## src/supervisor_cfg.svh

```systemverilog
// offsets, bit positions, reset values and timing counts of the supervisor
//
// Notes on behaviour
// - pin follows level bit when modes off
// - level and test bits zero pull low
// - shared pin only pulls low, else released
// - test battery at power-up and daily
// - low test result sets battery-low flag
// - flag stays until a later test passes
// - tests only while main supply present
// - recovery-time select bit in clock reg
// - select and stop bits pick deselect time
// - first power-up clears listed bits, watchdog
// - first power-up sets stop, level, halt
// - later power-up keeps some, clears others, sets halt
// - watchdog pin use beats frequency test
// - flags register read clears watchdog flag
`ifndef SUPERVISOR_CFG_SVH
`define SUPERVISOR_CFG_SVH

// register indexes, byte address is four times the index
`define REG_STOP_IDX 5'h01
`define REG_CLOCK_IDX 5'h04
`define REG_CTRL_IDX 5'h08
`define REG_WDOG_IDX 5'h09
`define REG_ALARM_IDX 5'h0A
`define REG_HALT_IDX 5'h0C
`define REG_FLAGS_IDX 5'h0F
`define REG_IRQ_STAT_IDX 5'h10
`define REG_IRQ_MASK_IDX 5'h11
`define REG_STATE_IDX 5'h12

// field positions
`define STOP_BIT 7
`define TR_BIT 7
`define OUT_BIT 7
`define FT_BIT 6
`define WDS_BIT 7
`define AFE_BIT 7
`define SQUARE_WAVE_ENABLE_BIT 6
`define ABE_BIT 5
`define HT_BIT 6
`define WDF_BIT 7
`define BL_BIT 4

// interrupt event positions
`define EV_BATT_LOW 0
`define EV_WDOG 1
`define EV_RECOVERED 2
`define EV_COUNT 3

// reset values
`define WDOG_INIT 8'h00
`define IRQ_MASK_INIT 3'h0

// timing
`define CLK_FREQ_HZ 200000000
`define OSC_FREQ_HZ 32768
`define BATT_INTERVAL_S 86400
`define TREC_TR0_ST0_US 96000
`define TREC_TR0_ST1_US 40000
`define TREC_TR1_US 50
`define OSC_DIV_CYCLES (`CLK_FREQ_HZ / `OSC_FREQ_HZ)
`define US_TO_OSC_TICKS(us) \
  ((64'(us) * 64'(`OSC_FREQ_HZ) + 64'd999999) / 64'd1000000)
`define BATT_INTERVAL_TICKS (64'(`BATT_INTERVAL_S) * 64'(`OSC_FREQ_HZ))

`endif

```

## src/supervisor_pkg.sv

```systemverilog
// types shared by the supervisor files
package supervisor_pkg;

  // power sequencing states, one-hot
  typedef enum logic [2:0] {
    PWR_BACKUP = 3'b001,
    PWR_RECOVER = 3'b010,
    PWR_RUN = 3'b100
  } power_state_type;

  typedef logic [11:0] osc_ticks_type;

endpackage

```

## src/osc_timer_if.sv

```systemverilog
// link between the supervisor control and its oscillator-domain timer
`timescale 1ns/1ps
`default_nettype none
interface osc_timer_if;
  logic start;
  logic run_enable;
  supervisor_pkg::osc_ticks_type recover_ticks;
  logic recover_busy;
  logic interval_due;

  modport ctrl (output start, output run_enable, output recover_ticks,
                input recover_busy, input interval_due);
  modport timer (input start, input run_enable, input recover_ticks,
                 output recover_busy, output interval_due);
endinterface
`default_nettype wire

```

## src/osc_timer.sv

```systemverilog
// oscillator tick prescaler, recovery counter and battery test interval
`timescale 1ns/1ps
`default_nettype none
module osc_timer #(
  parameter int unsigned OSC_DIV = 6103,
  parameter int unsigned INTERVAL_TICKS = 32'd2831155200
) (
  input wire logic clk,
  input wire logic srst,
  osc_timer_if.timer t
);
  logic [15:0] div_r;
  logic [11:0] recover_r;
  logic [31:0] interval_r;
  logic osc_tick;
  logic interval_end;

  // one clock pulse per oscillator period
  assign osc_tick = (div_r == 16'(OSC_DIV - 1));
  assign interval_end = osc_tick && (interval_r == 32'(INTERVAL_TICKS - 1));
  assign t.recover_busy = (recover_r != 12'h000);
  assign t.interval_due = interval_end;

  // prescaler restarts with each power-up so periods line up
  always_ff @(posedge clk) begin
    if (srst || t.start || osc_tick) begin
      div_r <= 16'h0000;
    end else begin
      div_r <= div_r + 16'h0001;
    end
  end

  // deselect recovery countdown in oscillator ticks
  always_ff @(posedge clk) begin
    if (srst) begin
      recover_r <= 12'h000;
    end else if (t.start) begin
      recover_r <= t.recover_ticks;
    end else if (osc_tick && t.recover_busy) begin
      recover_r <= recover_r - 12'h001;
    end
  end

  // daily interval counts only while main supply is up
  always_ff @(posedge clk) begin
    if (srst || t.start || !t.run_enable || interval_end) begin
      interval_r <= 32'h0000_0000;
    end else if (osc_tick) begin
      interval_r <= interval_r + 32'h0000_0001;
    end
  end
endmodule
`default_nettype wire

```

## src/supervisor_defaults_battery_monitor.sv

```systemverilog
// supervisor control: shared pin, battery monitor, recovery, defaults
//
// Design decisions made here: the register addresses and the Avalon-MM interface to the registers.
`timescale 1ns/1ps
`include "supervisor_cfg.svh"
`default_nettype none
module supervisor_defaults_battery_monitor #(
  parameter int unsigned OSC_DIV = `OSC_DIV_CYCLES,
  parameter int unsigned INTERVAL_TICKS = 32'(`BATT_INTERVAL_TICKS)
) (
  input wire logic clk,
  input wire logic srst,
  input wire logic [4:0] avs_address,
  input wire logic avs_read,
  input wire logic avs_write,
  input wire logic [31:0] avs_writedata,
  input wire logic [3:0] avs_byteenable,
  output logic [31:0] avs_readdata,
  output logic avs_waitrequest,
  input wire logic supply_above_threshold,
  input wire logic first_battery_attach,
  input wire logic battery_below_low,
  input wire logic watchdog_timeout,
  input wire logic watchdog_pin_request,
  input wire logic alarm_irq_request,
  input wire logic frequency_test_wave,
  input wire logic shared_open_drain_pin_i,
  output logic shared_open_drain_pin_o,
  output logic shared_open_drain_pin_oe,
  output logic write_deselect,
  output logic irq
);

  ////////////////////////////////////////////////////////////////////////////
  // declarations

  logic resp_r;
  logic [31:0] readdata_r;
  logic [31:0] read_mux;
  logic supply_prev_r;
  supervisor_pkg::power_state_type state_r;
  supervisor_pkg::power_state_type state_nxt;
  logic oscillator_stop_bit_r;
  logic recovery_time_select_r;
  logic level_out_bit_r;
  logic frequency_test_bit_r;
  logic [7:0] watchdog_r;
  logic alarm_flag_enable_r;
  logic square_wave_enable_r;
  logic alarm_in_backup_enable_r;
  logic halt_update_bit_r;
  logic watchdog_flag_r;
  logic battery_low_flag_r;
  logic [`EV_COUNT-1:0] irq_stat_r;
  logic [`EV_COUNT-1:0] irq_mask_r;
  logic [`EV_COUNT-1:0] irq_event;
  logic pin_pull_r;

  logic request;
  logic rd_acc;
  logic wr_acc;
  logic hit_stop;
  logic hit_clock;
  logic hit_ctrl;
  logic hit_wdog;
  logic hit_alarm;
  logic hit_halt;
  logic hit_flags;
  logic hit_irq_stat;
  logic hit_irq_mask;
  logic hit_state;
  logic power_up;
  logic battery_test;
  logic recover_done;
  logic [7:0] wbyte;
  logic be0;
  logic wdog_on_pin;
  logic pull_low_nxt;

  osc_timer_if tif ();

  ////////////////////////////////////////////////////////////////////////////
  // helpers

  // byte-lane merge of the low lane into a stored byte
  function automatic logic [7:0] merge_low(input logic [7:0] old_v,
                                           input logic [7:0] new_v,
                                           input logic lane);
    merge_low = lane ? new_v : old_v;
  endfunction

  // byte-lane merge of a single stored bit
  function automatic logic merge_bit(input logic old_v, input logic new_v,
                                     input logic lane);
    merge_bit = lane ? new_v : old_v;
  endfunction

  // recovery time from select and stop bits
  function automatic supervisor_pkg::osc_ticks_type trec_ticks(
      input logic tr, input logic st);
    if (tr) begin
      trec_ticks = 12'(`US_TO_OSC_TICKS(`TREC_TR1_US));
    end else if (st) begin
      trec_ticks = 12'(`US_TO_OSC_TICKS(`TREC_TR0_ST1_US));
    end else begin
      trec_ticks = 12'(`US_TO_OSC_TICKS(`TREC_TR0_ST0_US));
    end
  endfunction

  ////////////////////////////////////////////////////////////////////////////
  // avalon slave: one wait cycle, then the answer

  assign request = avs_read || avs_write;
  assign avs_waitrequest = request && !resp_r;
  assign rd_acc = avs_read && resp_r;
  // writes are dropped while the device is deselected
  assign wr_acc = avs_write && resp_r && !write_deselect;
  assign wbyte = avs_writedata[7:0];
  assign be0 = avs_byteenable[0];
  assign avs_readdata = readdata_r;

  // address decode
  assign hit_stop = (avs_address == `REG_STOP_IDX);
  assign hit_clock = (avs_address == `REG_CLOCK_IDX);
  assign hit_ctrl = (avs_address == `REG_CTRL_IDX);
  assign hit_wdog = (avs_address == `REG_WDOG_IDX);
  assign hit_alarm = (avs_address == `REG_ALARM_IDX);
  assign hit_halt = (avs_address == `REG_HALT_IDX);
  assign hit_flags = (avs_address == `REG_FLAGS_IDX);
  assign hit_irq_stat = (avs_address == `REG_IRQ_STAT_IDX);
  assign hit_irq_mask = (avs_address == `REG_IRQ_MASK_IDX);
  assign hit_state = (avs_address == `REG_STATE_IDX);

  // answer flag toggles so each request sees exactly one wait cycle
  always_ff @(posedge clk) begin
    if (srst) begin
      resp_r <= 1'b0;
    end else begin
      resp_r <= request && !resp_r;
    end
  end

  // read mux, unmapped indexes read as zero
  always_comb begin
    read_mux = 32'h0000_0000;
    if (hit_stop) begin
      read_mux[`STOP_BIT] = oscillator_stop_bit_r;
    end else if (hit_clock) begin
      read_mux[`TR_BIT] = recovery_time_select_r;
    end else if (hit_ctrl) begin
      read_mux[`OUT_BIT] = level_out_bit_r;
      read_mux[`FT_BIT] = frequency_test_bit_r;
    end else if (hit_wdog) begin
      read_mux[7:0] = watchdog_r;
    end else if (hit_alarm) begin
      read_mux[`AFE_BIT] = alarm_flag_enable_r;
      read_mux[`SQUARE_WAVE_ENABLE_BIT] = square_wave_enable_r;
      read_mux[`ABE_BIT] = alarm_in_backup_enable_r;
    end else if (hit_halt) begin
      read_mux[`HT_BIT] = halt_update_bit_r;
    end else if (hit_flags) begin
      read_mux[`WDF_BIT] = watchdog_flag_r;
      read_mux[`BL_BIT] = battery_low_flag_r;
    end else if (hit_irq_stat) begin
      read_mux[`EV_COUNT-1:0] = irq_stat_r;
    end else if (hit_irq_mask) begin
      read_mux[`EV_COUNT-1:0] = irq_mask_r;
    end else if (hit_state) begin
      read_mux[2:0] = state_r;
      read_mux[3] = shared_open_drain_pin_i;
      read_mux[4] = tif.recover_busy;
    end
  end

  // read data captured in the wait cycle, stands in the answer cycle
  always_ff @(posedge clk) begin
    if (srst) begin
      readdata_r <= 32'h0000_0000;
    end else if (avs_read && !resp_r) begin
      readdata_r <= read_mux;
    end
  end

  ////////////////////////////////////////////////////////////////////////////
  // power sequencing and recovery timing

  assign power_up = supply_above_threshold && !supply_prev_r;
  assign recover_done = (state_r == supervisor_pkg::PWR_RECOVER) &&
                        !tif.recover_busy;
  assign write_deselect = (state_r != supervisor_pkg::PWR_RUN);

  // timer start uses the bits as they stand after the defaults
  assign tif.start = power_up;
  assign tif.run_enable = supply_above_threshold;
  assign tif.recover_ticks = first_battery_attach ?
      trec_ticks(1'b0, 1'b1) :
      trec_ticks(recovery_time_select_r, oscillator_stop_bit_r);

  // next power state
  always_comb begin
    state_nxt = state_r;
    case (state_r)
      supervisor_pkg::PWR_BACKUP: begin
        if (power_up) begin
          state_nxt = supervisor_pkg::PWR_RECOVER;
        end
      end
      supervisor_pkg::PWR_RECOVER: begin
        if (!supply_above_threshold) begin
          state_nxt = supervisor_pkg::PWR_BACKUP;
        end else if (!tif.recover_busy) begin
          state_nxt = supervisor_pkg::PWR_RUN;
        end
      end
      supervisor_pkg::PWR_RUN: begin
        if (!supply_above_threshold) begin
          state_nxt = supervisor_pkg::PWR_BACKUP;
        end
      end
      default: begin
        state_nxt = supervisor_pkg::PWR_BACKUP;
      end
    endcase
  end

  // power state and supply edge tracking
  always_ff @(posedge clk) begin
    if (srst) begin
      state_r <= supervisor_pkg::PWR_BACKUP;
      supply_prev_r <= 1'b0;
    end else begin
      state_r <= state_nxt;
      supply_prev_r <= supply_above_threshold;
    end
  end

  osc_timer #(
    .OSC_DIV(OSC_DIV),
    .INTERVAL_TICKS(INTERVAL_TICKS)
  ) u_osc_timer (
    .clk(clk),
    .srst(srst),
    .t(tif.timer)
  );

  ////////////////////////////////////////////////////////////////////////////
  // control bits with power-up defaults

  // bits kept over a later power-up; on first attach stop and level are set, select is cleared
  always_ff @(posedge clk) begin
    if (srst) begin
      recovery_time_select_r <= 1'b0;
      oscillator_stop_bit_r <= 1'b1;
      level_out_bit_r <= 1'b1;
    end else if (power_up && first_battery_attach) begin
      recovery_time_select_r <= 1'b0;
      oscillator_stop_bit_r <= 1'b1;
      level_out_bit_r <= 1'b1;
    end else if (wr_acc) begin
      if (hit_clock) begin
        recovery_time_select_r <= merge_bit(recovery_time_select_r,
                                            wbyte[`TR_BIT], be0);
      end
      if (hit_stop) begin
        oscillator_stop_bit_r <= merge_bit(oscillator_stop_bit_r,
                                           wbyte[`STOP_BIT], be0);
      end
      if (hit_ctrl) begin
        level_out_bit_r <= merge_bit(level_out_bit_r,
                                     wbyte[`OUT_BIT], be0);
      end
    end
  end

  // bits cleared or set on every power-up
  always_ff @(posedge clk) begin
    if (srst || power_up) begin
      frequency_test_bit_r <= 1'b0;
      watchdog_r <= `WDOG_INIT;
      alarm_flag_enable_r <= 1'b0;
      square_wave_enable_r <= 1'b0;
      alarm_in_backup_enable_r <= 1'b0;
      halt_update_bit_r <= 1'b1;
    end else if (wr_acc) begin
      if (hit_ctrl) begin
        frequency_test_bit_r <= merge_bit(frequency_test_bit_r,
                                          wbyte[`FT_BIT], be0);
      end
      if (hit_wdog) begin
        watchdog_r <= merge_low(watchdog_r, wbyte, be0);
      end
      if (hit_alarm && be0) begin
        alarm_flag_enable_r <= wbyte[`AFE_BIT];
        square_wave_enable_r <= wbyte[`SQUARE_WAVE_ENABLE_BIT];
        alarm_in_backup_enable_r <= wbyte[`ABE_BIT];
      end
      if (hit_halt && be0) begin
        halt_update_bit_r <= wbyte[`HT_BIT];
      end
    end
  end

  ////////////////////////////////////////////////////////////////////////////
  // battery monitor and flags

  // test at power-up and each interval, only on main supply
  assign battery_test = supply_above_threshold &&
                        (power_up || tif.interval_due);

  // flag follows each test result and holds between tests
  always_ff @(posedge clk) begin
    if (srst) begin
      battery_low_flag_r <= 1'b0;
    end else if (battery_test) begin
      battery_low_flag_r <= battery_below_low;
    end
  end

  // watchdog flag, a timeout in the clearing cycle wins
  always_ff @(posedge clk) begin
    if (srst) begin
      watchdog_flag_r <= 1'b0;
    end else if (watchdog_timeout) begin
      watchdog_flag_r <= 1'b1;
    end else if (rd_acc && hit_flags) begin
      watchdog_flag_r <= 1'b0;
    end
  end

  ////////////////////////////////////////////////////////////////////////////
  // interrupt status and mask

  assign irq_event[`EV_BATT_LOW] = battery_test && battery_below_low;
  assign irq_event[`EV_WDOG] = watchdog_timeout;
  assign irq_event[`EV_RECOVERED] = recover_done;
  assign irq = |(irq_stat_r & irq_mask_r);

  // sticky event bits, read clears, a new event wins
  for (genvar i = 0; i < `EV_COUNT; i++) begin : g_irq
    always_ff @(posedge clk) begin
      if (srst) begin
        irq_stat_r[i] <= 1'b0;
      end else if (irq_event[i]) begin
        irq_stat_r[i] <= 1'b1;
      end else if (rd_acc && hit_irq_stat) begin
        irq_stat_r[i] <= 1'b0;
      end
    end
  end

  // interrupt mask
  always_ff @(posedge clk) begin
    if (srst) begin
      irq_mask_r <= `IRQ_MASK_INIT;
    end else if (wr_acc && hit_irq_mask && be0) begin
      irq_mask_r <= wbyte[`EV_COUNT-1:0];
    end
  end

  ////////////////////////////////////////////////////////////////////////////
  // shared open-drain pin

  // watchdog steered to the pin owns it over test and level use
  assign wdog_on_pin = (watchdog_r != 8'h00) && !watchdog_r[`WDS_BIT];

  // pull-down select by priority of pin uses
  always_comb begin
    if (wdog_on_pin) begin
      pull_low_nxt = watchdog_pin_request;
    end else if (watchdog_r != 8'h00) begin
      pull_low_nxt = 1'b0;
    end else if (frequency_test_bit_r) begin
      pull_low_nxt = !frequency_test_wave;
    end else if (alarm_flag_enable_r) begin
      pull_low_nxt = alarm_irq_request;
    end else begin
      pull_low_nxt = !level_out_bit_r;
    end
  end

  // registered pull-down, pin never driven high
  always_ff @(posedge clk) begin
    if (srst) begin
      pin_pull_r <= 1'b0;
    end else begin
      pin_pull_r <= pull_low_nxt;
    end
  end

  assign shared_open_drain_pin_o = 1'b0;
  assign shared_open_drain_pin_oe = pin_pull_r;

endmodule
`default_nettype wire

```

## config.mk

```make
export PLATFORM = sky130hd
export DESIGN_NAME = supervisor_defaults_battery_monitor
export DESIGN_NICKNAME = d
export VERILOG_FILES = /design/src/supervisor_pkg.sv /design/src/osc_timer_if.sv /design/src/osc_timer.sv /design/src/supervisor_defaults_battery_monitor.sv
export VERILOG_INCLUDE_DIRS = /design/src /design/src/src
export SDC_FILE = /design/constraint.sdc
export NUM_CORES = 1
export LEC_CHECK = 0
export ABC_AREA = 1
export ABC_CLOCK_PERIOD_IN_PS = 5000
export BUFFER_PORTS_ARGS = -buffer_cell sky130_fd_sc_hd__buf_2
export CAP_MARGIN = 10
export CORE_UTILIZATION = 45
export DETAILED_ROUTE_END_ITERATION = 12
export PLACE_DENSITY_LB_ADDON = 0.3
export SETUP_SLACK_MARGIN = 0.5
export SLEW_MARGIN = 15
export SYNTH_ARGS = -nofsm -noshare
export SYNTH_HDL_FRONTEND = slang
export SYNTH_SLANG_ARGS = --single-unit
```

## constraint.sdc

```tcl
create_clock -name clk -period 5 [get_ports clk]
set_input_delay 1 -clock clk [delete_from_list [all_inputs] [get_ports clk]]
set_output_delay 1 -clock clk [all_outputs]
set_load 0.01 [all_outputs]
```

==> flow_summary.toml, run 1 <==
[logic_synthesis]
syn_area_um2 = 5650
synthMuxAreaShare_pct = 0
synth_compound_area_share_pct = 12.3
synthArstFlopShare_pct = 0
yosysWarnings = 0
syn_area_per_cell_um2 = 6.41
synth_top_family_by_area = "simple AND/OR/NAND/NOR gates"
syn_inst = 882
synthFlopType = "dfxtp_1"
ys_types = 34
synth_seq_cells = 98
synthAdderAreaFrac_pct = 1.11
yosys.area_share.simple_pct = 36.9
yosysSeqAreaShare_pct = 34.7
synth-edff-count = 0
synth_xor_area_share_pct = 3.26

[cells_and_area]
fin_cells = 1086
layout_common_cells = "nand2_1 (268), nor2_1 (124), dfxtp_1 (98), inv_1 (84), a21oi_1 (78)"
nNetsFinal = 971
fin_util_pct = 50.6
drive_gt1_share_pct = 9.48
final_common_cell = "nand2_1"
antennaDiodeCount = 0
syn_to_final_growth_pct = 8.50

[worst_setup_path]
max_stage_delay_ns = 0.72
rr_worst_depth = 9
worstPathCellList = "buf_2, nor2_1, inv_1, nor2_4, inv_2, a21oi_1, o21a_1"
cp_top_family = "simple AND/OR/NAND/NOR gates"
worstReg2RegEnd = "u_osc_timer.interval_r[18]"
r2r_setup_slack_ns = 2.61
crit_required_ns = 5.30
setup.worst_path.class = "in -> reg"
crit_slowest_cell = "nor2_1"
start_kind = "input pin"
timing.critical_path.to_type = "register"
path_buf_inv = 3
rr_startpoint = "u_osc_timer.div_r[0]"
critical_path_peak_fanout = 25
critPathArrivalTime_ns = 2.82

[detailed_routing]
via_count = 5186
via_per_inst = 4.78
drc_errors = 0
ant_nets = 0
drtIter0Drc = 442
wire_per_inst_um = 11.6
firstDrtPassIters = 7
wirelength_mm = 12.6

[sta]
slew_viol_final = 0
final_min_period_over_clock_period_pct = 50.5
whs_ns = 0.463
final.setup.tns_ns = 0
worst_pin_slew_ns = 0.847
clock_skew_ns = 0.00956
setup-violations-final = 0
max_slew_margin_pct = 43.3
fmax_mhz = 396
rsz0062_at_grt = "false"
finalCriticalPeriod_ns = 2.52
finalHoldViolCount = 0

[global_route]
grt_pass1_vias = 4660
grt_pass1_wl_mm = 21.5
grt_overflow_total = 0
grt_max_degree = 33
grt_antenna_before_repair = 0
grt_usage_pct = 20.6

[power_and_ir_drop]
switchingPower_uw = 463
ir_worst_vdd_v = 0.000191
p_seq_share_pct = 47.5
leakage_uw = 0.00239
p_int_uw = 1270
p_per_area_nw_per_um2 = 283
clock_power_share_pct = 41.8
switching_share_pct = 26.6
p_comb_share_pct = 10.7

[placed_design]
port_buffers = 37
dp_hpwl_mm = 9.29
routabilityCongestion = 0.916
dp.cells = 1070

[clock_network]
cts_tree = "yes"
cts_root_buf = "clkbuf_16"
cts.hold.buffers_added = 0
clk_pin_slew_worst_paths_ns = 0.07
ctsHtreeMaxLevel = 3
cts_buffer_depth = 2
postCtsResizedCells = 0
cts_sinks = 98
cts_setup_buffers = 0
numCtsBuffers = 9
clkLatencyLatePin_ns = 0.35

[die]
die_w_um = 114
io_pins = 90
die_area_um2 = 13000
core-area_um2 = 12100
die_h_um = 114
initial_core_util_pct = 46.7
num_rows = 40

[hold_path]
hold_class = "reg -> reg"
min_from = "u_osc_timer.div_r[0]"
holdPathEnd = "u_osc_timer.div_r[0]"
hold_depth = 1

[run_status]
status = "complete, no violations"

[flow_run]
drv_cap = 0
-- power by group through the flow --
stage | logic, uW | clock network [uW] | registers (uW)
global placement | 184 | 0 | 842
detailed placement | 185 | 0 | 842
global route | 217 | 774 | 829
floorplan | 162 | 0 | 837
finish | 186 | 727 | 825
CTS | 186 | 744 | 824
-- how the worst max path moves through the flow --
stage	slack, ns	cells after the start	from	endpoint
floorplan	2.81	2	avs_write	avs_waitrequest
global placement	2.09	7	srst	u_osc_timer.div_r[6]
detailed placement	2.07	7	srst	u_osc_timer.div_r[6]
CTS	2.45	7	srst	u_osc_timer.div_r[6]
global route	2.25	7	srst	u_osc_timer.div_r[6]
finish	2.48	7	srst	u_osc_timer.div_r[6]
-- through the flow --
stage / instance area (um2) / setup slack (ns) / total power [uW]
after global routing: 6130 / 2.25 / 1820
after floorplan: 5740 / 2.81 / 999
after CTS: 6130 / 2.45 / 1750
after detailed placement: 5820 / 2.07 / 1030
after global placement: 5820 / 2.09 / 1030
final: 6130 / 2.48 / 1740
-- synthesized netlist by cell type (2+ instances only) --
master / number / area, um2
a21oi_1: 78 / 390
nor3_1: 23 / 115
o21ai_1: 2 / 10.0
xor2_1: 16 / 140
nor2_4: 6 / 67.6
inv_2: 8 / 30.0
nand3_1: 36 / 180
buf_2: 2 / 10.0
clkbuf_1: 5 / 18.8
or2_2: 3 / 18.8
inv_1: 84 / 315
buf_4: 26 / 195
nor3_2: 2 / 20.0
nor2_2: 10 / 62.6
nand3_2: 3 / 30.0
o21ai_0: 41 / 205
o311ai_0: 2 / 17.5
nand3b_1: 4 / 30.0
o21a_1: 4 / 30.0
nor2_1: 124 / 465
or2_1: 2 / 12.5
buf_6: 8 / 90.1
nand4_1: 10 / 62.6
xnor2_1: 5 / 43.8
dfxtp_1: 98 / 1960
nand2_1: 268 / 1010
ha_1: 5 / 62.6
-- per-layer routing --
layer	track usage [%]	share of wire, %	vias to the layer above	wire length, um
met3	3.60	2.7	23	339
met2	33.9	45	86	5620
li1	-	-	2811	-
met5	0	0	-	0
met1	27.1	51	2266	6380
met4	7.79	2.2	0	274
-- layout make-up --
class                   count  area [um2]
fillers                  1263        5980
multi-input cells         675        3120
flip-flops and latches     98        1960
inverters                  92         345
clock buffers              10         239
well taps                 168         210
repair buffers             37         185
clock inverters             6        70.1
-- cells by family (layout without fill, tap and decap cells) --
logic type / count (synthesis) / after routing
compound gates: 131 / 131
other cells: 1 / 25
buf+inv: 133 / 145
fa+ha+maj: 5 / 5
simple gates: 493 / 493
xor+xnor: 21 / 21
flops: 98 / 98
-- worst register-to-register path: cells and delay by family, from the launching register on --
kind | cells | cell delay (ns)
flip-flops | 1 | 0.33
AND/OR/NAND/NOR | 5 | 1.50
AO/OA/AOI/OAI | 1 | 0.10
buffers and inverters | 2 | 0.11
adder cells (fa/ha/maj) | 1 | 0.19
-- flip-flops by register name (all words and copies together) (netlist names) --
name                      cells
frequency_test_bit_r          1
battery_low_flag_r            1
supply_prev_r                 1
recovery_time_select_r        1
halt_update_bit_r             1
shared_open_drain_pin_oe      1
watchdog_flag_r               1
oscillator_stop_bit_r         1
alarm_flag_enable_r           1
level_out_bit_r               1
u_osc_timer.div_r            16
alarm_in_backup_enable_r      1
watchdog_r                    8
irq_stat_r                    3
state_r                       3
resp_r                        1
u_osc_timer.interval_r       32
u_osc_timer.recover_r        12
square_wave_enable_r          1
irq_mask_r                    3
avs_readdata                  8
Note: power is estimated with default switching activity, not from simulation.
==> run 2: changes to the inputs <==
ABC_CLOCK_PERIOD_IN_PS = 2100   (was 5000)
clock period = 2.1 ns   (was 5 ns; I/O delays follow)
==> run 2 against run 1 <==
Sequential cell count is the same. Critical endpoint is now u_osc_timer.recover_r[1]. Worst setup slack lost 2.0 ns. Highest routed layer unchanged. First-iteration DRC count grew 2.5%. Global-route usage grew 0.67 points. Die area is the same. Final cell count grew 2.9%. Sequential share of layout area shrank 3.1 points. Utilization grew 6.0 points.
==> flow_summary.toml, run 2 (synthesis gave the netlist of run 1 again) <==
[sta]
finalCriticalPeriod_ns = 1.64
worst_pin_slew_ns = 0.496
clock_skew_ns = 0.00551
whs_ns = 0.284
rsz0062_at_grt = "true"
finalHoldViolCount = 0
final_min_period_over_clock_period_pct = 77.9
setup-violations-final = 0
final.setup.tns_ns = 0
max_slew_margin_pct = 66.7
slew_viol_final = 0
fmax_mhz = 611

[detailed_routing]
ant_nets = 0
firstDrtPassIters = 6
via_count = 5556
via_per_inst = 4.97
wire_per_inst_um = 12.7
wirelength_mm = 14.2
drc_errors = 0
drtIter0Drc = 453

[die]
core-area_um2 = 12100
io_pins = 90
die_h_um = 114
num_rows = 40
die_area_um2 = 13000
die_w_um = 114
initial_core_util_pct = 46.7

[clock_network]
numCtsBuffers = 9
cts_tree = "yes"
cts.hold.buffers_added = 0
clk_pin_slew_worst_paths_ns = 0.07
cts_buffer_depth = 2
cts_root_buf = "clkbuf_16"
ctsHtreeMaxLevel = 3
cts_sinks = 98
clkLatencyLatePin_ns = 0.36

[global_route]
grt_max_degree = 29
grt_overflow_total = 0
grt_pass1_wl_mm = 22.1
grt_usage_pct = 21.3
grt_pass1_vias = 4772
grt_antenna_before_repair = 0

[power_and_ir_drop]
p_seq_share_pct = 45.9
switchingPower_uw = 1210
p_comb_share_pct = 13.2
p_per_area_nw_per_um2 = 625
switching_share_pct = 28.2
clock_power_share_pct = 40.9
p_int_uw = 3080
leakage_uw = 0.00264
ir_worst_vdd_v = 0.000341

[cells_and_area]
nNetsFinal = 1003
antennaDiodeCount = 0
syn_to_final_growth_pct = 21.5
largest_register = "u_osc_timer.interval_r"
layout_common_cells = "nand2_1 (258), nor2_1 (109), dfxtp_1 (87), inv_1 (80), a21oi_1 (49)"
final_common_cell = "nand2_1"
largest_registers = "u_osc_timer.interval_r x32, u_osc_timer.div_r x16, u_osc_timer.recover_r x12"
drive_gt1_share_pct = 21.3
largest_register_ff_count = 32

[worst_setup_path]
timing.critical_path.to_type = "register"
setup.worst_path.class = "reg -> reg"
start_kind = "register"
critPathArrivalTime_ns = 1.90
crit_required_ns = 2.36
critical_path_peak_fanout = 4

[run_status]
status = "complete, no violations"

[placed_design]
routabilityCongestion = 0.890
port_buffers = 37
dp_hpwl_mm = 9.49

[flow_run]
drv_cap = 0

[hold_path]
hold_class = "in -> reg"
[run 2: repair_timing]
action	in CTS	in global routing
setup endpoints to repair	50	73
cloned	2	2
pin swaps	7	33
buffers inserted	10	8
gates resized for setup	25	89
[run 2: critical path: stages (launching register included)]
cell and delay [ns]:
dfxtp_4 0.36, inv_4 0.05, ha_4 0.12, nand4_1 0.09, nor2_2 0.16, nand3_2 0.12, buf_6 0.16, nor2_4 0.14
nand2_1 0.08, o21ai_1 0.09, nand2_1 0.07, nand2_1 0.06, inv_1 0.04
[run 2: final timing paths]
check | from | endpoint | slack (ns) | cells past startpoint
max | u_osc_timer.div_r[0] | u_osc_timer.recover_r[1] | 0.46 | 12
min | avs_writedata[4] | watchdog_r[4] | 0.28 | 3
max reg2reg | u_osc_timer.div_r[0] | u_osc_timer.recover_r[1] | 0.46 | 12
min reg2reg | u_osc_timer.div_r[0] | u_osc_timer.div_r[0] | 0.45 | 1
[run 2: routing by layer]
metal / track usage, % / wire length, um
met5: 0 / 0
met3: 4.13 / 576
met4: 7.53 / 298
met1: 27.6 / 6520
met2: 35.3 / 6810
[run 2: power by group through the flow]
stage | sequential (uW) | combinational, uW | clock [uW]
3_5_place_dp | 2010 | 453 | 0
3_3_place_gp | 2010 | 449 | 0
4_1_cts | 1960 | 494 | 1780
6_report | 1970 | 567 | 1760
2_1_floorplan | 1990 | 385 | 0
5_1_grt | 1980 | 645 | 1860
[run 2: layout make-up]
cell class | instances | area (um2)
multi-input cells | 675 | 3440
flip-flops and latches | 98 | 1980
clock inverters | 7 | 83.8
repair buffers | 69 | 562
inverters | 92 | 360
fillers | 1174 | 5250
well taps | 168 | 210
clock buffers | 9 | 225
[run 2: metrics by stage]
step                instances  utilization, %  total power (uW)  area [um2]  worst slack [ns]
global route             1118            56.7              4480        6860             0.330
CTS                      1108            53.1              4240        6430             0.483
global placement         1080            48.8              2450        5910             0.371
detailed placement       1080            48.8              2460        5910             0.360
floorplan                 906               -              2380        5740             0.515
finish                   1118            56.7              4290        6860             0.464
